<file path="src/include/uirm_pkg.sv">
// Package of the serial port interrupt and register map block.
// Assumes byte addresses on a 32-bit APB with aligned words.
package uirm_pkg;
	localparam logic [31:0] BASE_ADDR  = 32'h4030_0000;
	localparam logic [6:0]  OFS_DATA   = 7'h00;
	localparam logic [6:0]  OFS_ERR    = 7'h04;
	localparam logic [6:0]  OFS_TMO    = 7'h0C;
	localparam logic [6:0]  OFS_FLAGS  = 7'h18;
	localparam logic [6:0]  OFS_RXFMT  = 7'h1C;
	localparam logic [6:0]  OFS_BAUDI  = 7'h24;
	localparam logic [6:0]  OFS_BAUDF  = 7'h28;
	localparam logic [6:0]  OFS_TXFMT  = 7'h2C;
	localparam logic [6:0]  OFS_CTRL   = 7'h30;
	localparam logic [6:0]  OFS_THR    = 7'h34;
	localparam logic [6:0]  OFS_MASK   = 7'h38;
	localparam logic [6:0]  OFS_RAW    = 7'h3C;
	localparam logic [6:0]  OFS_MIS    = 7'h40;
	localparam logic [6:0]  OFS_ICLR   = 7'h44;
	localparam logic [6:0]  OFS_DMA    = 7'h48;
	localparam logic [6:0]  OFS_SFC    = 7'h50;
	localparam logic [6:0]  OFS_RES1   = 7'h54;
	localparam logic [6:0]  OFS_PAU2   = 7'h60;
	localparam logic [31:0] RST_TMO    = 32'h0000_01FF;
	localparam logic [31:0] RST_FLAGS  = 32'h0000_1E90;
	localparam logic [31:0] RST_CTRL   = 32'h0004_0300;
	localparam logic [31:0] RST_THR    = 32'h0000_0012;
	localparam logic [31:0] FLG_FIXED  = 32'h0000_1E00;
	localparam int          FEN_BIT    = 4;
	localparam int          CTRL_EN    = 0;
	localparam int          CTRL_TXE   = 8;
	localparam int          CTRL_RXE   = 9;
	localparam int          THR_TX_LSB = 0;
	localparam int          THR_RX_LSB = 3;
	localparam int          ERR_FE     = 0;
	localparam int          ERR_PE     = 1;
	localparam int          ERR_BE     = 2;
	localparam int          ERR_OE     = 3;
	localparam int          IRQ_RX     = 4;
	localparam int          IRQ_TX     = 5;
	localparam int          IRQ_RT     = 6;
	localparam int          IRQ_FE     = 7;
	localparam int          IRQ_PE     = 8;
	localparam int          IRQ_BE     = 9;
	localparam int          IRQ_OE     = 10;
	localparam int          IRQ_TXFE   = 12;
	localparam int          IRQ_W      = 13;
	localparam int          FLG_BUSY   = 3;
	localparam int          FLG_RXFE   = 4;
	localparam int          FLG_TXFF   = 5;
	localparam int          FLG_RXFF   = 6;
	localparam int          FLG_TXFE   = 7;
	localparam int          CHAR_W     = 8;
endpackage

</file>
<file path="src/verilog/uirm_fifo.sv">
// Character FIFO with a run-time capacity limit (depth or one entry).
// Assumes the owner never pushes when full nor pops when empty.
`timescale 1ns/100ps
module uirm_fifo #(
	parameter int WIDTH = 11,
	parameter int DEPTH = 16
) (
	input  wire logic                         clk,
	input  wire logic                         rst,
	input  wire logic                         ce,
	input  wire logic [$clog2(DEPTH+1)-1:0]   limit,
	input  wire logic                         push,
	input  wire logic [WIDTH-1:0]             pushData,
	input  wire logic                         pop,
	output logic      [WIDTH-1:0]             popData,
	output logic      [$clog2(DEPTH+1)-1:0]   count,
	output logic                              full,
	output logic                              empty
);
	localparam int AW = $clog2(DEPTH);
	logic [WIDTH-1:0] mem [DEPTH];
	logic [AW-1:0]    wrPtr_r;
	logic [AW-1:0]    rdPtr_r;

	initial begin
		if (DEPTH < 2 || (DEPTH & (DEPTH - 1)) != 0)
			$error("uirm_fifo: DEPTH must be a power of two");
	end

	assign popData = mem[rdPtr_r];
	assign full    = count >= limit;
	assign empty   = count == '0;

	// Storage has no reset: only words below count are ever read
	always_ff @(posedge clk) begin
		if (ce && push)
			mem[wrPtr_r] <= pushData;
	end

	always_ff @(posedge clk or posedge rst) begin
		if (rst) begin
			wrPtr_r <= '0;
			rdPtr_r <= '0;
			count   <= '0;
		end else if (ce) begin
			if (push)
				wrPtr_r <= wrPtr_r + 1'b1;
			if (pop)
				rdPtr_r <= rdPtr_r + 1'b1;
			if (push && !pop)
				count <= count + 1'b1;
			else if (pop && !push)
				count <= count - 1'b1;
		end
	end
endmodule // uirm_fifo

</file>
<file path="src/verilog/uirm_regmap.sv">
// Register map, character FIFOs and interrupt sources of a serial port.
// Assumes a serial engine that delivers received characters with their
// fault flags, takes transmit characters, and gives one tick per bit.
//
// The implementer's own choice: register access over APB.
`timescale 1ns/100ps
module uirm_regmap import uirm_pkg::*; #(
	parameter int FIFO_DEPTH = 16
) (
	input  wire logic              sys_clk,
	input  wire logic              rst,
	input  wire logic              ce,
	input  wire logic [31:0]       paddr,
	input  wire logic              psel,
	input  wire logic              penable,
	input  wire logic              pwrite,
	input  wire logic [31:0]       pwdata,
	output logic      [31:0]       prdata,
	output logic                   pready,
	output logic                   pslverr,
	input  wire logic              rxCharValid,
	input  wire logic [CHAR_W-1:0] rxChar,
	input  wire logic              framingFault,
	input  wire logic              parityFault,
	input  wire logic              lineBreakFault,
	input  wire logic              rxStartBit,
	input  wire logic              bitTick,
	input  wire logic              txCharTake,
	input  wire logic              txShiftBusy,
	output logic                   txCharValid,
	output logic      [CHAR_W-1:0] txChar,
	output logic                   uartIrq,
	output logic      [31:0]       uartControl,
	output logic      [31:0]       rxLineFormat,
	output logic      [31:0]       txLineFormat,
	output logic      [31:0]       baudDivInt,
	output logic      [31:0]       baudDivFrac,
	output logic      [31:0]       dmaRequestControl,
	output logic      [31:0]       softFlowControl
);
	localparam int CW = $clog2(FIFO_DEPTH + 1);
	localparam int RXW = CHAR_W + 3;

	initial begin
		if (FIFO_DEPTH < 8 || FIFO_DEPTH % 8 != 0)
			$error("uirm_regmap: FIFO_DEPTH must be a multiple of 8");
	end

	// Watermark in characters from a 3-bit threshold code
	function automatic logic [CW-1:0] wmLevel(input logic [2:0] sel);
		int lvl;
		case (sel)
			3'h0: lvl = FIFO_DEPTH / 8;
			3'h1: lvl = FIFO_DEPTH / 4;
			3'h2: lvl = FIFO_DEPTH / 2;
			3'h3: lvl = FIFO_DEPTH * 3 / 4;
			default: lvl = FIFO_DEPTH * 7 / 8;
		endcase
		return CW'(lvl);
	endfunction

	function automatic logic isMapped(input logic [6:0] ofs);
		case (ofs)
			OFS_DATA, OFS_ERR, OFS_TMO, OFS_FLAGS, OFS_RXFMT,
			OFS_BAUDI, OFS_BAUDF, OFS_TXFMT, OFS_CTRL, OFS_THR,
			OFS_MASK, OFS_RAW, OFS_MIS, OFS_ICLR, OFS_DMA,
			OFS_SFC: return 1'b1;
			default: return ofs >= OFS_RES1 && ofs <= OFS_PAU2;
		endcase
	endfunction

	logic [31:0]        idleTimeout_r;
	logic [31:0]        threshold_r;
	logic [31:0]        lineFlags_r;
	logic [IRQ_W-1:0]   irqMask_r;
	logic [IRQ_W-1:0]   irqRaw_r;
	logic [IRQ_W-1:0]   irqRaw_nxt;
	logic [IRQ_W-1:0]   irqSet;
	logic [IRQ_W-1:0]   irqClr;
	logic [3:0]         errStatus_r;
	logic [CHAR_W-1:0]  flowChar_r [4];
	logic [31:0]        idleCnt_r;
	logic               rxCondPrev_r;
	logic               txCondPrev_r;
	logic               txPopPrev_r;
	logic               busyPrev_r;
	logic [31:0]        rdData;
	logic [6:0]         ofs;
	logic               hit;
	logic               acc;
	logic               wrAcc;
	logic               rdAcc;
	logic [1:0]         charIdx;
	logic               rxEnabled;
	logic               rxPush;
	logic               rxOverrun;
	logic               rxPop;
	logic [RXW-1:0]     rxHead;
	logic [CW-1:0]      rxCount;
	logic               rxFull;
	logic               rxEmpty;
	logic               txPush;
	logic               txPop;
	logic [CHAR_W-1:0]  txHead;
	logic [CW-1:0]      txCount;
	logic               txFull;
	logic               txEmpty;
	logic [CW-1:0]      rxLimit;
	logic [CW-1:0]      txLimit;
	logic               rxCond;
	logic               txCond;
	logic               busy;
	logic               rtSet;

	// Address decode within the block's window
	assign ofs     = paddr[6:0];
	assign hit     = paddr[31:7] == BASE_ADDR[31:7] && paddr[1:0] == 2'b00
		&& isMapped(ofs);
	assign acc     = psel && penable && pready;
	assign wrAcc   = acc && pwrite && hit;
	assign rdAcc   = acc && !pwrite && hit;
	assign charIdx = 2'((ofs - OFS_RES1) >> 2);

	// One entry when the FIFO enable bit of the line format is low
	assign rxLimit = rxLineFormat[FEN_BIT] ? CW'(FIFO_DEPTH) : CW'(1);
	assign txLimit = txLineFormat[FEN_BIT] ? CW'(FIFO_DEPTH) : CW'(1);

	assign rxEnabled = uartControl[CTRL_EN] && uartControl[CTRL_RXE];
	assign rxPush    = ce && rxCharValid && rxEnabled && !rxFull;
	assign rxOverrun = ce && rxCharValid && rxEnabled && rxFull;
	assign rxPop     = ce && rdAcc && ofs == OFS_DATA && !rxEmpty;

	// Writes into a full transmit FIFO are dropped
	assign txPush = ce && wrAcc && ofs == OFS_DATA && !txFull;
	assign txPop  = ce && !txEmpty && (!txCharValid || txCharTake)
		&& uartControl[CTRL_EN] && uartControl[CTRL_TXE];

	uirm_fifo #(
		.WIDTH (RXW),
		.DEPTH (FIFO_DEPTH)
	) rxFifo (
		.clk      (sys_clk),
		.rst      (rst),
		.ce       (ce),
		.limit    (rxLimit),
		.push     (rxPush),
		.pushData ({lineBreakFault, parityFault, framingFault, rxChar}),
		.pop      (rxPop),
		.popData  (rxHead),
		.count    (rxCount),
		.full     (rxFull),
		.empty    (rxEmpty)
	);

	uirm_fifo #(
		.WIDTH (CHAR_W),
		.DEPTH (FIFO_DEPTH)
	) txFifo (
		.clk      (sys_clk),
		.rst      (rst),
		.ce       (ce),
		.limit    (txLimit),
		.push     (txPush),
		.pushData (pwdata[CHAR_W-1:0]),
		.pop      (txPop),
		.popData  (txHead),
		.count    (txCount),
		.full     (txFull),
		.empty    (txEmpty)
	);

	// Level conditions behind the service interrupts
	always_comb begin
		if (rxLineFormat[FEN_BIT])
			rxCond = rxCount >= wmLevel(threshold_r[THR_RX_LSB +: 3]);
		else
			rxCond = rxCount != '0;
		if (txLineFormat[FEN_BIT])
			txCond = txCount < wmLevel(threshold_r[THR_TX_LSB +: 3]);
		else
			txCond = txCount == '0;
	end

	assign busy = txCharValid || txShiftBusy;

	// Fires once as the idle count reaches the timeout; zero disables it
	assign rtSet = bitTick && !rxEmpty && !rxCharValid && !rxStartBit
		&& idleTimeout_r != '0
		&& idleCnt_r + 32'h1 == idleTimeout_r;

	// Sources set and clear; a set in the same cycle beats the clear
	always_comb begin
		irqSet = '0;
		irqClr = '0;
		irqSet[IRQ_RX]   = rxCond && !rxCondPrev_r;
		// Only a pop drives the level transition, never an enable
		irqSet[IRQ_TX]   = txCond && !txCondPrev_r && txPopPrev_r;
		irqSet[IRQ_RT]   = rtSet;
		irqSet[IRQ_FE]   = rxPush && framingFault;
		irqSet[IRQ_PE]   = rxPush && parityFault;
		irqSet[IRQ_BE]   = rxPush && lineBreakFault;
		irqSet[IRQ_OE]   = rxOverrun;
		irqSet[IRQ_TXFE] = busyPrev_r && !busy && txEmpty;
		if (wrAcc && ofs == OFS_ICLR)
			irqClr = pwdata[IRQ_W-1:0];
		irqClr[IRQ_RX] = irqClr[IRQ_RX] || !rxCond;
		irqClr[IRQ_TX] = irqClr[IRQ_TX] || !txCond;
		irqClr[IRQ_RT] = irqClr[IRQ_RT] || rxEmpty;
		irqRaw_nxt = (irqRaw_r & ~irqClr) | irqSet;
	end

	// Read mux, sampled into prdata on the same edge that raises pready
	always_comb begin
		rdData = '0;
		case (ofs)
			OFS_DATA:  rdData = {20'h0, errStatus_r[ERR_OE], rxHead};
			OFS_ERR:   rdData = {28'h0, errStatus_r};
			OFS_TMO:   rdData = idleTimeout_r;
			OFS_FLAGS: rdData = lineFlags_r;
			OFS_RXFMT: rdData = rxLineFormat;
			OFS_BAUDI: rdData = baudDivInt;
			OFS_BAUDF: rdData = baudDivFrac;
			OFS_TXFMT: rdData = txLineFormat;
			OFS_CTRL:  rdData = uartControl;
			OFS_THR:   rdData = threshold_r;
			OFS_MASK:  rdData = 32'(irqMask_r);
			OFS_RAW:   rdData = 32'(irqRaw_r);
			OFS_MIS:   rdData = 32'(irqRaw_r & irqMask_r);
			OFS_DMA:   rdData = dmaRequestControl;
			OFS_SFC:   rdData = softFlowControl;
			default: begin
				if (ofs >= OFS_RES1 && ofs <= OFS_PAU2)
					rdData = 32'(flowChar_r[charIdx]);
			end
		endcase
		if (!hit)
			rdData = '0;
	end

	// APB slave: one wait state, error on unmapped or misaligned access
	always_ff @(posedge sys_clk or posedge rst) begin
		if (rst) begin
			pready  <= 1'b0;
			pslverr <= 1'b0;
			prdata  <= '0;
		end else if (ce) begin
			pready  <= psel && penable && !pready;
			pslverr <= psel && penable && !pready && !hit;
			prdata  <= rdData;
		end
	end

	// Software-written configuration
	always_ff @(posedge sys_clk or posedge rst) begin
		if (rst) begin
			idleTimeout_r     <= RST_TMO;
			uartControl       <= RST_CTRL;
			threshold_r       <= RST_THR;
			irqMask_r         <= '0;
			rxLineFormat      <= '0;
			txLineFormat      <= '0;
			baudDivInt        <= '0;
			baudDivFrac       <= '0;
			dmaRequestControl <= '0;
			softFlowControl   <= '0;
		end else if (ce && wrAcc) begin
			case (ofs)
				OFS_TMO:   idleTimeout_r     <= pwdata;
				OFS_CTRL:  uartControl       <= pwdata;
				OFS_THR:   threshold_r       <= pwdata;
				OFS_MASK:  irqMask_r         <= pwdata[IRQ_W-1:0];
				OFS_RXFMT: rxLineFormat      <= pwdata;
				OFS_TXFMT: txLineFormat      <= pwdata;
				OFS_BAUDI: baudDivInt        <= pwdata;
				OFS_BAUDF: baudDivFrac       <= pwdata;
				OFS_DMA:   dmaRequestControl <= pwdata;
				OFS_SFC:   softFlowControl   <= pwdata;
				default: ;
			endcase
		end
	end

	// Flow-control characters keep only their low byte
	always_ff @(posedge sys_clk or posedge rst) begin
		if (rst) begin
			for (int i = 0; i < 4; i++)
				flowChar_r[i] <= '0;
		end else if (ce && wrAcc && ofs >= OFS_RES1 && ofs <= OFS_PAU2) begin
			flowChar_r[charIdx] <= pwdata[CHAR_W-1:0];
		end
	end

	// Sticky receive faults; a new fault beats a clearing write
	always_ff @(posedge sys_clk or posedge rst) begin
		if (rst) begin
			errStatus_r <= '0;
		end else if (ce) begin
			if (wrAcc && ofs == OFS_ERR)
				errStatus_r <= '0;
			if (rxPush && framingFault)
				errStatus_r[ERR_FE] <= 1'b1;
			if (rxPush && parityFault)
				errStatus_r[ERR_PE] <= 1'b1;
			if (rxPush && lineBreakFault)
				errStatus_r[ERR_BE] <= 1'b1;
			if (rxOverrun)
				errStatus_r[ERR_OE] <= 1'b1;
		end
	end

	// Interrupt state and the single combined output
	always_ff @(posedge sys_clk or posedge rst) begin
		if (rst) begin
			irqRaw_r     <= '0;
			uartIrq      <= 1'b0;
			rxCondPrev_r <= 1'b0;
			txCondPrev_r <= 1'b0;
			txPopPrev_r  <= 1'b0;
			busyPrev_r   <= 1'b0;
		end else if (ce) begin
			irqRaw_r     <= irqRaw_nxt;
			// Output trails the raw status by one cycle
			uartIrq      <= |(irqRaw_r & irqMask_r);
			rxCondPrev_r <= rxCond;
			txCondPrev_r <= txCond;
			txPopPrev_r  <= txPop;
			busyPrev_r   <= busy;
		end
	end

	// Idle counter in bit periods, restarted by any receive activity
	always_ff @(posedge sys_clk or posedge rst) begin
		if (rst) begin
			idleCnt_r <= '0;
		end else if (ce) begin
			if (rxEmpty || rxCharValid || rxStartBit)
				idleCnt_r <= '0;
			else if (bitTick && idleCnt_r < idleTimeout_r)
				idleCnt_r <= idleCnt_r + 32'h1;
		end
	end

	// Transmit holding stage toward the serial engine
	always_ff @(posedge sys_clk or posedge rst) begin
		if (rst) begin
			txCharValid <= 1'b0;
			txChar      <= '0;
		end else if (ce) begin
			if (txPop) begin
				txCharValid <= 1'b1;
				txChar      <= txHead;
			end else if (txCharTake) begin
				txCharValid <= 1'b0;
			end
		end
	end

	// Line flags rebuilt every cycle from FIFO and shifter state
	always_ff @(posedge sys_clk or posedge rst) begin
		if (rst) begin
			lineFlags_r <= RST_FLAGS;
		end else if (ce) begin
			lineFlags_r           <= FLG_FIXED;
			lineFlags_r[FLG_BUSY] <= busy;
			lineFlags_r[FLG_RXFE] <= rxEmpty;
			lineFlags_r[FLG_TXFF] <= txFull;
			lineFlags_r[FLG_RXFF] <= rxFull;
			lineFlags_r[FLG_TXFE] <= txEmpty;
		end
	end
endmodule // uirm_regmap

</file>
<file path="config.mk">
export PLATFORM = sky130hd
export DESIGN_NAME = uirm_regmap
export DESIGN_NICKNAME = d
export VERILOG_FILES = /design/src/include/uirm_pkg.sv /design/src/verilog/uirm_fifo.sv /design/src/verilog/uirm_regmap.sv
export SDC_FILE = /design/constraint.sdc
export NUM_CORES = 1
export LEC_CHECK = 0
export BUFFER_PORTS_ARGS = -buffer_cell sky130_fd_sc_hd__buf_2
export CAP_MARGIN = 20
export CELL_PAD_IN_SITES_DETAIL_PLACEMENT = 1
export CELL_PAD_IN_SITES_GLOBAL_PLACEMENT = 1
export CORE_MARGIN = 4
export CORE_UTILIZATION = 33
export CTS_BUF_LIST = sky130_fd_sc_hd__clkbuf_16
export DETAILED_ROUTE_END_ITERATION = 16
export MAX_ROUTING_LAYER = met4
export PLACE_DENSITY = 0.64
export SLEW_MARGIN = 20
export SYNTH_ARGS = -nofsm -noshare
export SYNTH_HDL_FRONTEND = slang
export SYNTH_SLANG_ARGS = --single-unit
</file>
<file path="constraint.sdc">
create_clock -name sys_clk -period 22.3 [get_ports sys_clk]
set_input_delay 4.46 -clock sys_clk [delete_from_list [all_inputs] [get_ports sys_clk]]
set_output_delay 4.46 -clock sys_clk [all_outputs]
set_load 0.01 [all_outputs]
</file>
==> impl_metrics.toml <==
[outcome]
status = "finished, final reports clean"

[layout]
top_regs = "rxFifo.mem x176, txFifo.mem x128"
fillers = 10800
final_cell_mix = "dfrtp_1 (442), buf_2 (353), mux2_2 (331)"
max_flop_register = "rxFifo.mem"
final_common_cell = "dfrtp_1"
fin_nets = 2913
multi_input_area_sq_um = 13100
final_layout_size_suffix_gt1_frac = 0.352
post-route-util = 0.393
areaGrowthSynthToFinish_pct = 17.7
seqCellArea_sq_um = 20700
largest_reg_flops = 176

[clock_tree]
ctsResizeCount = 0
cts_root_buf = "clkbuf_16"
cts-buffers-inserted = 86
clock_sinks = 764
cts_tree = "built"
cts.clk_slew.worst_paths_ns = 0.06
post_cts_buffers = 0
ctsHoldBuffers = 0
clkLatencyLatePin_ns = 0.69
htreeDepth = 3
cts_buffer_depth = 3

[die]
coreArea_sq_um = 104000
start_util = 0.334
die_area_sq_um = 110000
ios = 354
row_count = 118
die_h_microns = 332
dieWidth_microns = 332

[pwr]
p_sw_uw = 665
power_frac_clock = 0.485
p_int_mw = 2.31
leakage_nw = 17.8
vdd_ir_drop_max_mv = 0.0571
power.density_nw_per_um2 = 73.0
swShare = 0.224
p_comb_frac = 0.022
p_seq_frac = 0.493

[worst_setup_path]
critical_path_class = "in -> reg"
r2r_slack_ns = 18.23
cp-start-kind = "primary input"
crit_path_start = "paddr[2]"
end_kind = "flop"
rr_endpoint = "rxFifo.count[4]"
rr_startpoint = "rxFifo.count[1]"
worstPathRequired_ns = 22.86
path_max_fanout = 34
arrival_ns = 8.89
endpoint = "rxFifo.count[4]"
reg2regPathDepth = 14

[synthesis]
synth_cell_types = 93
syn_inst = 2432
ys_ff_latch = 764
synthArstFlopShare = 0.602
synth_warnings = 0
syn_area_sq_um = 34600
avgSynthCellArea_sq_um = 14.2
synth_edf_count = 304
ys_seq_area_frac = 0.597
synth_flop_cell = "dfrtp_1"
synth_nets = 2584

[placement]
dp.final_hpwl_microns = 84500
place_congestion = 0.895
numPortBuffers = 353

[worst_hold_path]
hold_class = "reg -> reg"
min_from = "rxCondPrev_r"

[timing]
period_share = 0.374
final-hold-violation-count = 0
worstMarginPinSlew_ns = 1.18
fin_worst_skew_ns = 0.0662
fmax_mhz = 120
setup_tns_ns = 0
setup_viol = 0
drv_slew = 0
period_needed_ns = 8.33
maxSlewHeadroom = 0.212
rsz0062_at_grt = "no"

[route]
drc = 0
routed_wl_microns = 124000
via_per_inst = 5.70
wl_per_cell_microns = 29.5
ant_nets = 0
firstDrtPassIters = 7
drt_iter0_markers = 2232
vias = 24100

[global_routing]
groute.usage.overall = 0.227
grt-ovfl-total = 0
grt_max_degree = 111
grt_antenna_before_repair = 4
grt_pass1_wl_microns = 183000
first_global_vias = 25500

[run]
drv_cap = 0
[kinds of logic (layout without fill, tap and decap cells)]
kind of cell	count (synthesis)	in the layout	synth area share
XOR/XNOR	67	67	0.0169
adder cells (fa/ha/maj)	66	66	0.0243
multiplexers	465	465	0.173
flip-flops	764	764	0.597
AND/OR/NAND/NOR	418	418	0.0688
AO/OA/AOI/OAI	416	416	0.0920
buffers and inverters	236	636	0.0288
other	0	7	0
[worst min-delay path by stage]
stage	slack, ns	to	depth (start not counted)
2_1_floorplan	0.42	irqRaw_r[4]	1
3_3_place_gp	0.43	irqRaw_r[4]	1
3_5_place_dp	0.45	irqRaw_r[4]	1
4_1_cts	0.46	irqRaw_r[4]	1
5_1_grt	0.49	irqRaw_r[4]	1
6_report	0.46	irqRaw_r[4]	1
[synth_stat cells (10+ instances only)]
cell,number,area (sq um)
dfrtp_1,444,11100
a21oi_1,59,295
or4_1,21,158
ha_1,64,801
a31oi_1,25,156
nor3_1,22,110
o21ai_0,40,200
and2_1,29,181
o211ai_1,23,173
o2111ai_1,10,87.6
mux2_2,331,3730
nand4_1,33,206
o2bb2ai_1,15,131
buf_2,47,235
a222oi_1,75,751
edfxtp_1,304,9130
nand2_1,87,327
dfstp_2,16,420
mux4_2,70,1580
and3_1,16,100
xnor2_1,48,420
nor2_1,50,188
nand3_1,59,295
xor2_1,19,166
a22oi_1,37,278
nor4_1,20,125
mux2_1,26,293
a221oi_1,21,184
a21o_1,36,270
mux2i_1,38,380
a22o_1,16,140
buf_1,11,41.3
inv_1,74,278
clkbuf_1,95,357
[cell type report]
| cell class | instances | share of cell area |
|---|---|---|
| Antenna cell | 7 | 0.000430 |
| Inverter | 74 | 0.00700 |
| Sequential cell | 764 | 0.507 |
| Clock buffer | 87 | 0.0534 |
| Clock inverter | 72 | 0.0168 |
| Timing Repair Buffer | 403 | 0.0526 |
| Tap cell | 1380 | 0.0424 |
| Multi-Input combinational cell | 1432 | 0.320 |
[metrics by stage]
step	setup slack (ns)	hold WS [ns]	power [mW]	cell area, sq um	cells
floorplan	5.04	0.416	1.52	34600	2432
CTS	14.04	0.461	3.01	40700	4212
global route	13.69	0.485	3.07	40700	4215
detailed placement	13.30	0.451	1.56	37900	4053
global placement	13.43	0.430	1.56	37900	4053
finish	13.97	0.462	2.97	40800	4219
[power by group through the flow]
stage	clock network (mW)	registers, mW	logic [mW]
after floorplan	0	1.49	0.0260
after global placement	0	1.49	0.0640
after detailed placement	0	1.49	0.0675
after CTS	1.48	1.47	0.0677
after global routing	1.53	1.46	0.0733
final	1.44	1.47	0.0664
[worst max-delay path, cell delays in order]
cell and delay [ns]:
buf_2 0.24, inv_1 0.17, ha_1 0.29, nand4bb_1 0.29, nor2_4 0.17, buf_4 0.53
nor4b_4 0.15, a311oi_2 0.36, nand2_2 0.23, nor4_4 0.41, inv_1 0.15, ha_1 0.26
inv_1 0.15, ha_1 0.29, a21o_1 0.19, a21oi_1 0.18, xnor2_1 0.14, nor2_1 0.08
xor2_1 0.15
[layer usage]
layer | GRT usage | part of all wire | up-vias
li1 | - | - | 10100
met3 | 0.0464 | 0.063 | 179
met1 | 0.300 | 0.44 | 13000
met4 | 0.0600 | 0.026 | 0
met2 | 0.358 | 0.47 | 798
met5 | - | 0 | -
Power figures use the tool's default switching activity.
